[src/design/cl_regs.svh]
// Constants for the half-bridge current limit logic
`ifndef CL_REGS_SVH
`define CL_REGS_SVH
`define CLK_MHZ 100
`define BLANK_NS 200
`define BLANK_CYC ((`BLANK_NS * `CLK_MHZ + 999) / 1000)
`define RAMP_W 8
`define NEG_TRIP_COUNT 2
`define NEG_WINDOW_PERIODS 4
`define SLOPE_W 8
`define ILIM_W 8
`endif

[src/design/cl_pkg.sv]
// Types shared by the current limit logic
package cl_pkg;
  typedef enum logic [1:0] {PH_IDLE, PH_LOW, PH_HIGH} phase_t;
endpackage : cl_pkg

[src/design/sync3.sv]
// Three-stage synchroniser with agreement filter for one pin input
`timescale 1ns/1ps
module sync3
(
  input wire logic CLK,
  input wire logic RSTN,
  input wire logic d,
  output logic q
);
  logic s1;
  logic s2;
  logic s3;
  // Stage one feeds only stage two; output moves when stages two and three agree
  always_ff @(posedge CLK)
  begin
    if (!RSTN)
    begin
      s1 <= 1'b0;
      s2 <= 1'b0;
      s3 <= 1'b0;
      q <= 1'b0;
    end
    else
    begin
      s1 <= d;
      s2 <= s1;
      s3 <= s2;
      if (s2 == s3)
        q <= s3;
    end
  end
endmodule : sync3

[src/design/half_bridge_current_limit_logic.sv]
// Cycle-by-cycle current limit, pulse matching and reverse limit counting
`timescale 1ns/1ps
`include "cl_regs.svh"
module half_bridge_current_limit_logic
  import cl_pkg::*;
(
  input wire logic CLK,
  input wire logic RSTN,
  input wire logic OSC_TICK,
  input wire logic LOW_REQ,
  input wire logic HIGH_REQ,
  input wire logic [`RAMP_W-1:0] RAMP,
  input wire logic [`ILIM_W-1:0] ILIM_REF,
  input wire logic POS_COMP,
  input wire logic NEG_COMP,
  output logic LOW_SIDE_GATE,
  output logic HIGH_SIDE_GATE,
  output logic LIMIT_FLAG,
  output logic CYCLE_BY_CYCLE_LIMIT,
  output logic HICCUP_RESTART_TIMER_EN,
  output logic RECTIFIER_SOFTSTART_CLAMP,
  output logic SYNCHRONOUS_RECTIFIER_SYNC,
  output logic [`SLOPE_W-1:0] SLOPE_RAMP,
  output logic [`ILIM_W-1:0] NEG_THRESHOLD
);
  // ****************************************
  // Comparator synchronisers
  // ****************************************
  logic pos_s;
  logic neg_s;
  sync3 u_sync_pos (.CLK(CLK), .RSTN(RSTN), .d(POS_COMP), .q(pos_s));
  sync3 u_sync_neg (.CLK(CLK), .RSTN(RSTN), .d(NEG_COMP), .q(neg_s));

  // ****************************************
  // Phase and blanking
  // ****************************************
  phase_t phase;
  phase_t next_phase;
  logic [7:0] blank_cnt;
  logic [`RAMP_W-1:0] held_ramp;
  logic match_pending;
  logic match_active;
  logic flag_d;
  logic [1:0] neg_cnt;
  logic [2:0] win_cnt;
  logic [1:0] win_events;
  logic clamp;
  logic [`SLOPE_W-1:0] slope;
  logic neg_seen;

  localparam logic [7:0] BLANK_CYCLES = 8'(`BLANK_CYC);
  wire blank_done = (blank_cnt == BLANK_CYCLES);
  // comparators count only once blanking has expired
  wire pos_hit = (phase == PH_LOW) && blank_done && pos_s;
  // reverse trip seen in any unblanked cycle of the low phase
  wire neg_hit = (phase == PH_LOW) && blank_done && neg_s;
  // matched high-side pulse ends when ramp passes the held value
  wire match_end = match_active && (RAMP > held_ramp);
  // one reverse event per low pulse, taken in the first unblanked cycle that sees the trip
  wire neg_event = neg_hit && !neg_seen;
  // a pending matched pulse owns the next half period, so no new low pulse
  wire low_start = LOW_REQ && !match_pending;
  // matched pulse starts once the cut low half period is released
  wire high_start = HIGH_REQ || (match_pending && !LOW_REQ);
  // window spans four switching periods of two oscillator ticks each
  localparam logic [2:0] WIN_LAST = 3'(2 * `NEG_WINDOW_PERIODS - 1);
  wire window_end = OSC_TICK && (win_cnt == WIN_LAST);
  wire [1:0] events_now = win_events + {1'b0, neg_event};
  wire window_short = window_end && (events_now < 2'(`NEG_TRIP_COUNT)) && !clamp;

  // Phase sequencing from the modulator requests
  always_comb
  begin
    next_phase = phase;
    unique case (phase)
      PH_IDLE:
        if (low_start)
          next_phase = PH_LOW;
        else if (high_start)
          next_phase = PH_HIGH;
      // positive trip ends the low-side pulse immediately
      PH_LOW:
        if (!LOW_REQ || pos_hit)
          next_phase = PH_IDLE;
      PH_HIGH:
        if (match_end || (!match_active && !HIGH_REQ))
          next_phase = PH_IDLE;
    endcase
  end

  always_ff @(posedge CLK)
  begin
    if (!RSTN)
      phase <= PH_IDLE;
    else
      phase <= next_phase;
  end

  // Blanking counter restarts at each low-side turn-on
  always_ff @(posedge CLK)
  begin
    if (!RSTN)
      blank_cnt <= 8'h00;
    else if (phase != PH_LOW)
      blank_cnt <= 8'h00;
    else if (!blank_done)
      blank_cnt <= blank_cnt + 8'h01;
  end

  // Marks the reverse event of this pulse, so a long trip is not counted twice
  always_ff @(posedge CLK)
  begin
    if (!RSTN)
      neg_seen <= 1'b0;
    else if (phase != PH_LOW)
      neg_seen <= 1'b0;
    else if (neg_hit)
      neg_seen <= 1'b1;
  end

  // ****************************************
  // Pulse matching
  // ****************************************
  // flag rises on the positive trip and holds until the matched pulse ends
  // matched pulse held regardless of current during the high side
  always_ff @(posedge CLK)
  begin
    if (!RSTN)
    begin
      flag_d <= 1'b0;
      held_ramp <= 8'h00;
      match_pending <= 1'b0;
      match_active <= 1'b0;
    end
    else
    begin
      if (pos_hit && !flag_d)
      begin
        flag_d <= 1'b1;
        held_ramp <= RAMP;
        match_pending <= 1'b1;
      end
      else if (match_end)
      begin
        flag_d <= 1'b0;
        match_active <= 1'b0;
      end
      if (match_pending && next_phase == PH_HIGH)
      begin
        match_pending <= 1'b0;
        match_active <= 1'b1;
      end
    end
  end

  // ****************************************
  // Reverse limit counting
  // ****************************************
  // four-period window; fewer than two events clears the count unless clamped
  // two events clamp the rectifier softstart; clamp is sticky
  // Trade-off: clamp release is left to the softstart path outside
  always_ff @(posedge CLK)
  begin
    if (!RSTN)
    begin
      neg_cnt <= 2'b00;
      win_cnt <= 3'b000;
      win_events <= 2'b00;
      clamp <= 1'b0;
    end
    else
    begin
      // An event on the closing tick still counts toward the closing window
      if (window_short)
        neg_cnt <= 2'b00;
      else if (neg_event && neg_cnt != 2'(`NEG_TRIP_COUNT))
        neg_cnt <= neg_cnt + 2'b01;
      if (window_end)
        win_events <= 2'b00;
      else if (neg_event && win_events != 2'(`NEG_TRIP_COUNT))
        win_events <= win_events + 2'b01;
      if (window_end)
        win_cnt <= 3'b000;
      else if (OSC_TICK)
        win_cnt <= win_cnt + 3'b001;
      if (neg_cnt == 2'(`NEG_TRIP_COUNT))
        clamp <= 1'b1;
    end
  end

  // ****************************************
  // Slope ramp and thresholds
  // ****************************************
  // sawtooth restarts each oscillator period
  always_ff @(posedge CLK)
  begin
    if (!RSTN)
      slope <= 8'h00;
    else if (OSC_TICK)
      slope <= 8'h00;
    else if (slope != 8'hFF)
      slope <= slope + 8'h01;
  end

  // Registered outputs keep data glitch-free toward the drivers
  always_ff @(posedge CLK)
  begin
    if (!RSTN)
      NEG_THRESHOLD <= 8'h00;
    else
      // reverse threshold is half the positive reference
      NEG_THRESHOLD <= ILIM_REF >> 1;
  end

  assign LOW_SIDE_GATE = (phase == PH_LOW);
  assign HIGH_SIDE_GATE = (phase == PH_HIGH);
  assign LIMIT_FLAG = flag_d;
  assign CYCLE_BY_CYCLE_LIMIT = flag_d;
  assign HICCUP_RESTART_TIMER_EN = flag_d;
  assign RECTIFIER_SOFTSTART_CLAMP = clamp;
  assign SYNCHRONOUS_RECTIFIER_SYNC = clamp;
  assign SLOPE_RAMP = slope;

  // ****************************************
  // Checks
  // ****************************************
  chk_blank_gate: assert property (@(posedge CLK) disable iff (!RSTN)
    (phase == PH_LOW && !blank_done && LOW_REQ) |=> LOW_SIDE_GATE)
    else $error("low side cut during blanking");
  chk_pos_cut: assert property (@(posedge CLK) disable iff (!RSTN)
    pos_hit |=> !LOW_SIDE_GATE)
    else $error("low side not cut on trip");
  chk_flag_rise: assert property (@(posedge CLK) disable iff (!RSTN)
    (pos_hit && !flag_d) |=> LIMIT_FLAG)
    else $error("flag not raised");
  chk_ramp_hold: assert property (@(posedge CLK) disable iff (!RSTN)
    $rose(flag_d) |-> held_ramp == $past(RAMP))
    else $error("ramp not captured");
  chk_match_end: assert property (@(posedge CLK) disable iff (!RSTN)
    (phase == PH_HIGH && match_end) |=> !HIGH_SIDE_GATE)
    else $error("matched pulse not ended");
  chk_hiccup_en: assert property (@(posedge CLK) disable iff (!RSTN)
    (match_pending || match_active) |-> HICCUP_RESTART_TIMER_EN)
    else $error("hiccup enable missing");
  chk_clamp_set: assert property (@(posedge CLK) disable iff (!RSTN)
    (neg_cnt == 2'd2) |=> RECTIFIER_SOFTSTART_CLAMP && SYNCHRONOUS_RECTIFIER_SYNC)
    else $error("clamp not set");
  chk_slope_zero: assert property (@(posedge CLK) disable iff (!RSTN)
    OSC_TICK |=> SLOPE_RAMP == 8'h00)
    else $error("slope not restarted");
  chk_neg_half: assert property (@(posedge CLK) disable iff (!RSTN)
    RSTN |=> NEG_THRESHOLD == ($past(ILIM_REF) >> 1))
    else $error("reverse threshold wrong");
  cov_limit: cover property (@(posedge CLK) disable iff (!RSTN) $rose(LIMIT_FLAG));
  cov_match: cover property (@(posedge CLK) disable iff (!RSTN) match_end);
  cov_clamp: cover property (@(posedge CLK) disable iff (!RSTN) $rose(clamp));
  cov_window: cover property (@(posedge CLK) disable iff (!RSTN) window_short && neg_cnt != 2'b00);
endmodule : half_bridge_current_limit_logic

[config.mk]
export PLATFORM = sky130hd
export DESIGN_NAME = half_bridge_current_limit_logic
export DESIGN_NICKNAME = d
export VERILOG_FILES = /design/src/design/cl_pkg.sv /design/src/design/sync3.sv /design/src/design/half_bridge_current_limit_logic.sv
export VERILOG_INCLUDE_DIRS = /design/src /design/src/design
export SDC_FILE = /design/constraint.sdc
export NUM_CORES = 1
export LEC_CHECK = 0
export CAP_MARGIN = 15
export CORE_MARGIN = 2
export CORE_UTILIZATION = 62
export CTS_CLUSTER_DIAMETER = 40
export DETAILED_ROUTE_END_ITERATION = 10
export DONT_BUFFER_PORTS = 1
export GPL_TIMING_DRIVEN = 0
export PLACE_DENSITY_LB_ADDON = 0.25
export SYNTH_ARGS = -nofsm -noshare
export SYNTH_HDL_FRONTEND = slang
export SYNTH_HIERARCHICAL = 1
export SYNTH_SLANG_ARGS = --single-unit
[constraint.sdc]
create_clock -name CLK -period 2.5 [get_ports CLK]
set_input_delay 0.25 -clock CLK [delete_from_list [all_inputs] [get_ports CLK]]
set_output_delay 0.25 -clock CLK [all_outputs]
set_load 0.03 [all_outputs]
; Yosys cells after proc, flatten, opt, wreduce, memory -nomap -nowiden
; Index checks and enable logic that the tools add are counted.
[word_totals]
input_bits = 23
register_bits = 54
out_inout_bits = 23
[classes]
n_eq_ne = 13
n_bitwise = 1
n_mux = 9
add_sub_neg = 6
reduce_logical = 34
n_lt_le_gt_ge = 2
[op_table]
columns = op, n
row1 = $add A8 B1 Y8 const B, 2
row2 = $logic_and A1 B1 Y1, 15
row3 = $reduce_or A2 Y1, 5
row4 = $eq A8 B5 Y1 const B, 1
row5 = $gt A8 B8 Y1, 1
row6 = $mux W2, 4
row7 = $ne A8 B8 Y1 const B, 1
row8 = $logic_not A1 Y1, 7
row9 = $eq A2 B2 Y1 const B, 3
row10 = $pmux W2 S3, 1
row11 = $add A2 B1 Y2 const B, 2
row12 = $mux W1, 4
row13 = $ne A2 B1 Y1 const B, 2
row14 = $ne A2 B2 Y1 const B, 2
row15 = $reduce_bool A2 Y1, 2
row16 = $add A3 B1 Y3 const B, 1
row17 = $eq A3 B3 Y1 const B, 1
row18 = $logic_or A1 B1 Y1, 3
row19 = $add A2 B1 Y2, 1
row20 = $eq A1 B1 Y1, 2
row21 = $eq A2 B1 Y1 const B, 1
row22 = $logic_not A2 Y1, 1
row23 = $lt A2 B2 Y1 const B, 1
row24 = $reduce_and A2 Y1, 1
row25 = $not A1 Y1, 1

; Logic depth before layout (Yosys ltp)
[logic_depth]
ltp_word = 10
mapped_depth = 9

; Cells and area by module
; Netlist, hierarchy kept.
[modules_own_cells]
columns = module, cells_per_inst, n_inst, area_each_um2, seq_area_each_um2
row1 = half_bridge_current_limit_logic, 248, 1, 2212.1, 900.9
row2 = sync3, 10, 2, 116.4, 80.1

; Worst setup path before layout
; Ideal clock, no wire load.
[synth_path]
path_type = register to register
from = register blank_cnt[0]
to = register neg_cnt[0]
setup_slack_ns = 0.521
t_arrival_ns = 1.864
path_stages_with_launch = 10
path_buffers = 1
synth_period_minus_slack_ns = 1.979
path_cell_list = dfxtp_1 -> inv_1 -> ha_1 -> nor4bb_4 -> and2_4 -> buf_12 -> nand4_4 -> xnor2_1 -> or3_1 -> and3_1
[synth_between]
elab_chain_len = 9
[synth_rtl]
columns = item, line
row1 = "start, declared", half_bridge_current_limit_logic.sv:39  ; logic [7:0] blank_cnt;
row2 = "start signal, assigned", half_bridge_current_limit_logic.sv:107  ; blank_cnt <= blank_cnt + 8'h01;
row3 = $eq A8 B5 Y1 *, half_bridge_current_limit_logic.sv:52  ; wire blank_done = (blank_cnt == BLANK_CYCLES);
row4 = $logic_and A1 B1 Y1 * (2 in series), half_bridge_current_limit_logic.sv:56  ; wire neg_hit = (phase == PH_LOW) && blank_done && neg_s;
row5 = $logic_and A1 B1 Y1 *, half_bridge_current_limit_logic.sv:60  ; wire neg_event = neg_hit && !neg_seen;
row6 = $add A2 B1 Y2, half_bridge_current_limit_logic.sv:68  ; wire [1:0] events_now = win_events + {1'b0, neg_event};
row7 = $lt A2 B2 Y1, half_bridge_current_limit_logic.sv:69  ; wire window_short = window_end && (events_now < 2'(`NEG_TRIP_COUNT)) && !clamp;
row8 = $logic_and A1 B1 Y1 (2 in series), half_bridge_current_limit_logic.sv:69
row9 = $reduce_or A2 Y1 (no source line), -
row10 = "end signal, assigned", half_bridge_current_limit_logic.sv:177  ; neg_cnt <= neg_cnt + 2'b01;
row11 = "end, declared", half_bridge_current_limit_logic.sv:44  ; logic [1:0] neg_cnt;
; Every way passes the cells marked *; elsewhere a longest branch is shown, timed or not.
; A chain may end at the register's enable or synchronous reset.

; Final worst setup path
; Ends and elaborated chain as after synthesis.

==> results.yml <==
worst_setup_path:
  critical_path_cell_by_cell: "inv_1 > ha_1 > nor4bb_4 > and2_4 > buf_12 > nand4_4 > xnor2_1 > or3_1 > and3_1"
  startpoint: "blank_cnt[0]$_SDFFE_PP0P_"
  worstSetupStartpointType: "flop"
  max_stage_delay_ns: 0.37
  reg2reg_depth: 9
  crit-reg2reg-launch: "blank_cnt[0]$_SDFFE_PP0P_"
  critical-path-top-delay-family: "simple AND/OR/NAND/NOR gates"
  worst_ep_arrival_time_ns: 2.35
  path_class: "flop to flop"
  crit_path_top_delay_cell: "sky130_fd_sc_hd__or3_1"
  worst_ep_required_time_ns: 2.70
  timing.reg2reg.setup_slack_ns: 0.35
  rr_endpoint: "neg_cnt[0]$_SDFFE_PP0P_"
  end_kind: "flop"
  critical_path_peak_fanout: 8
  timing.critical_path.buf_inv: 2
place:
  io_buffer_count: 0
  post_dp_hpwl_um: 3050
  gp_routability_congestion: 0.812
  place_worst_setup_slack_ns: 0.369
cells_and_area:
  antennaDiodeCount: 0
  area_growth_pct: 7.22
  fillCellCount: 303
  finalNetCount: 315
  drive_above_1_share_pct: 8.70
cts:
  cts_tree: "done"
  cts.hold.buffers_added: 0
  clk_pin_slew_ns: 0.09
  post_cts_resized: 0
  worstSkewPairLatency_ns: 0.30
  cts.path.max_buffers: 2
  cts_inserted_buffers: 5
  cts-htree-levels: 2
  post_cts_buffers: 0
  clock-root-buffer: "sky130_fd_sc_hd__clkbuf_8"
  sink_count_of_the_clock_tree: 53
detailed_routing:
  dr.first_iter.drc_count: 122
  detailroute.via_count: 1774
  detailedRoute.firstPassIterationCount: 4
  detail_route.vias_per_cell: 5.48
  detail-route-antenna-nets: 0
  per_cell_routed_wire_length_um: 13.0
  drc: 0
  aggregate_routed_wire_length_um: 4210
hold_path:
  timing.hold.worst_endpoint: "NEG_THRESHOLD[6]$_SDFF_PN0_"
  worst_hold_path_type: "input pin to flop"
  worst_hold_path.num_cells: 1
  worst_hold_startpoint: "ILIM_REF[7]"
power_and_ir_drop:
  seq_power_share_pct: 55.9
  p_sw_mw: 0.360
  swShare_pct: 22.5
  power.total_mw: 1.60
  power_density_relative_to_cell_area_nw_per_um2: 610
  p_int_mw: 1.24
  combinationalPowerShare_pct: 7.2
  p_clk_share_pct: 36.9
  static-leakage-power_nw: 1.05
  max-vdd-ir-drop_mv: 0.556
yosys:
  synthFlopType: "sky130_fd_sc_hd__dfxtp_1"
  yosysSeqAreaShare_pct: 43.4
  synth.net_count: 308
  synth-edff-count: 0
  netlist_instances: 268
  async_flop_share_pct: 0
  yosys_warnings: 6
  syn-mean-instance-area_um2: 9.12
  post_synthesis_cell_type_count: 48
  netlist_area_um2: 2440
  synth_seq_cells: 53
global_route:
  via_count_of_the_first_global_routing_pass: 1734
  grt_first_pass_wirelength_um: 7310
  gr-usage-all-layers_pct: 21.3
  overflow: 0
  number_of_antenna_violations_at_the_first_check_in_global_routing: 0
  maximum_number_of_pins_on_one_net_before_global_route_repair: 17
sta:
  slew_violations: 0
  postLayoutSetupSlackWorst_ns: 0.352
  setup_repair_after_global_routing_missed_its_margin: "no"
  timing.setup.tns_ns: 0
  tightestPinTransition_ns: 0.683
  final_hold_viol_count: 0
  final.hold.worst_slack_ns: 0.0677
  clock_skew_ns: 0.00564
  fin_crit_sh_pct: 85.9
  layout_min_cycle_time_ns: 2.15
  max-slew-margin-rel_pct: 54.5
  maxClockFrequency_mhz: 466
  report.final.setup_viol: 0
floorplan:
  core-area_um2: 3720
  dieWidth_um: 66.8
  rows: 22
  die-area_um2: 4460
  initial_core_utilization_pct: 65.8
  ios: 46
  die_h_um: 66.8
run_status:
  status: "completed"
job:
  maxCapViolCount: 0
[cell families after synthesis]
logic type               count (synthesis)  synth area share, %
adder cells (fa/ha/maj)                 17                 8.70
other                                    1                0.153
multiplexers                             4                 1.64
XOR/XNOR                                13                 4.66
buffers and inverters                   27                 5.73
AND/OR/NAND/NOR                        108                 24.4
AO/OA/AOI/OAI                           45                 11.3
flip-flops                              53                 43.4
[power by group through the flow]
stage	Combinational [mW]	Clock [mW]	Sequential (mW)
after floorplan	0.0983	0	0.910
after global placement	0.112	0	0.913
after detailed placement	0.116	0	0.914
after CTS	0.116	0.604	0.894
after global routing	0.130	0.642	0.897
final	0.115	0.590	0.894
[Yosys cell counts, drive strengths merged, types with 5 or more instances]
master	number	area (µm²)
a21oi	18	90.1
a31oi	6	37.5
and2	14	92.6
and3	7	43.8
buf	6	61.3
dfxtp	53	1060
ha	17	213
inv	16	60.1
nand2	29	109
nand3	14	82.6
nand4	5	46.3
nor2	27	106
o21ai	7	35.0
xnor2	6	52.6
xor2	7	61.3
[registers in the layout, indices dropped and copies added (netlist names)]
name and cells:
SLOPE_RAMP 8, blank_cnt 8, held_ramp 8, NEG_THRESHOLD 7, win_cnt 3, neg_cnt 2
phase 2, win_events 2, CYCLE_BY_CYCLE_LIMIT 1, RECTIFIER_SOFTSTART_CLAMP 1, match_active 1, match_pending 1
neg_seen 1, u_sync_neg/q 1, u_sync_neg/s1 1, u_sync_neg/s2 1, u_sync_neg/s3 1, u_sync_pos/q 1
u_sync_pos/s1 1, u_sync_pos/s2 1, u_sync_pos/s3 1
[stage by stage]
stage / instance area [µm²] / util (%) / instances
global route: 2620 / 70.5 / 324
detailed placement: 2500 / 67.4 / 316
floorplan: 2440 / - / 268
CTS: 2620 / 70.5 / 324
global placement: 2500 / 67.4 / 316
finish: 2620 / 70.5 / 324
[cell usage in the layout, fill, tap and decap left out, types with 2 or more instances in the layout]
cell type,n
sky130_fd_sc_hd__a21boi_1,2
sky130_fd_sc_hd__buf_4,4
sky130_fd_sc_hd__inv_1,16
sky130_fd_sc_hd__a21oi_1,18
sky130_fd_sc_hd__o21ai_1,2
sky130_fd_sc_hd__nor2_1,25
sky130_fd_sc_hd__xnor2_1,6
sky130_fd_sc_hd__nand4_1,4
sky130_fd_sc_hd__and3_1,7
sky130_fd_sc_hd__mux2i_1,4
sky130_fd_sc_hd__clkbuf_1,5
sky130_fd_sc_hd__a31oi_1,6
sky130_fd_sc_hd__nor2_2,2
sky130_fd_sc_hd__o21ai_0,5
sky130_fd_sc_hd__xor2_1,7
sky130_fd_sc_hd__nor2b_1,2
sky130_fd_sc_hd__o2111a_1,2
sky130_fd_sc_hd__nand3_1,13
sky130_fd_sc_hd__clkbuf_8,6
sky130_fd_sc_hd__ha_1,17
sky130_fd_sc_hd__and2_1,11
sky130_fd_sc_hd__dfxtp_1,53
sky130_fd_sc_hd__nand2_1,29
sky130_fd_sc_hd__and2_2,2
sky130_fd_sc_hd__nor3b_1,3
[worst max-delay path by stage]
| stage | slack [ns] | to | cells after the start |
|---|---|---|---|
| final | 0.35 | neg_cnt[0]$_SDFFE_PP0P_ | 9 |
| after global routing | 0.24 | neg_cnt[0]$_SDFFE_PP0P_ | 9 |
| after CTS | 0.34 | neg_cnt[0]$_SDFFE_PP0P_ | 9 |
| after detailed placement | 0.37 | neg_cnt[0]$_SDFFE_PP0P_ | 9 |
| after global placement | 0.39 | neg_cnt[0]$_SDFFE_PP0P_ | 9 |
| after floorplan | 0.52 | neg_cnt[0]$_SDFFE_PP0P_ | 9 |
[layer usage]
metal | up-vias | share of wire (%) | global-route usage, %
met2 | 31 | 48 | 36.4
met3 | 4 | 5.4 | 6.76
met4 | 0 | 0.59 | 6.38
met5 | - | 0 | 0
li1 | 916 | - | -
met1 | 823 | 46 | 25.6
[final cells by class]
type	count	area [µm²]	share of cell area (%)
Multi-Input combinational cell	188	1240	47.4
Clock inverter	1	30.0	1.15
Inverter	17	63.8	2.43
Clock buffer	7	86.3	3.29
Tap cell	48	60.1	2.29
Sequential cell	53	1060	40.5
Buffer	10	76.3	2.91
No activity file was read; power rests on OpenSTA's default activity.
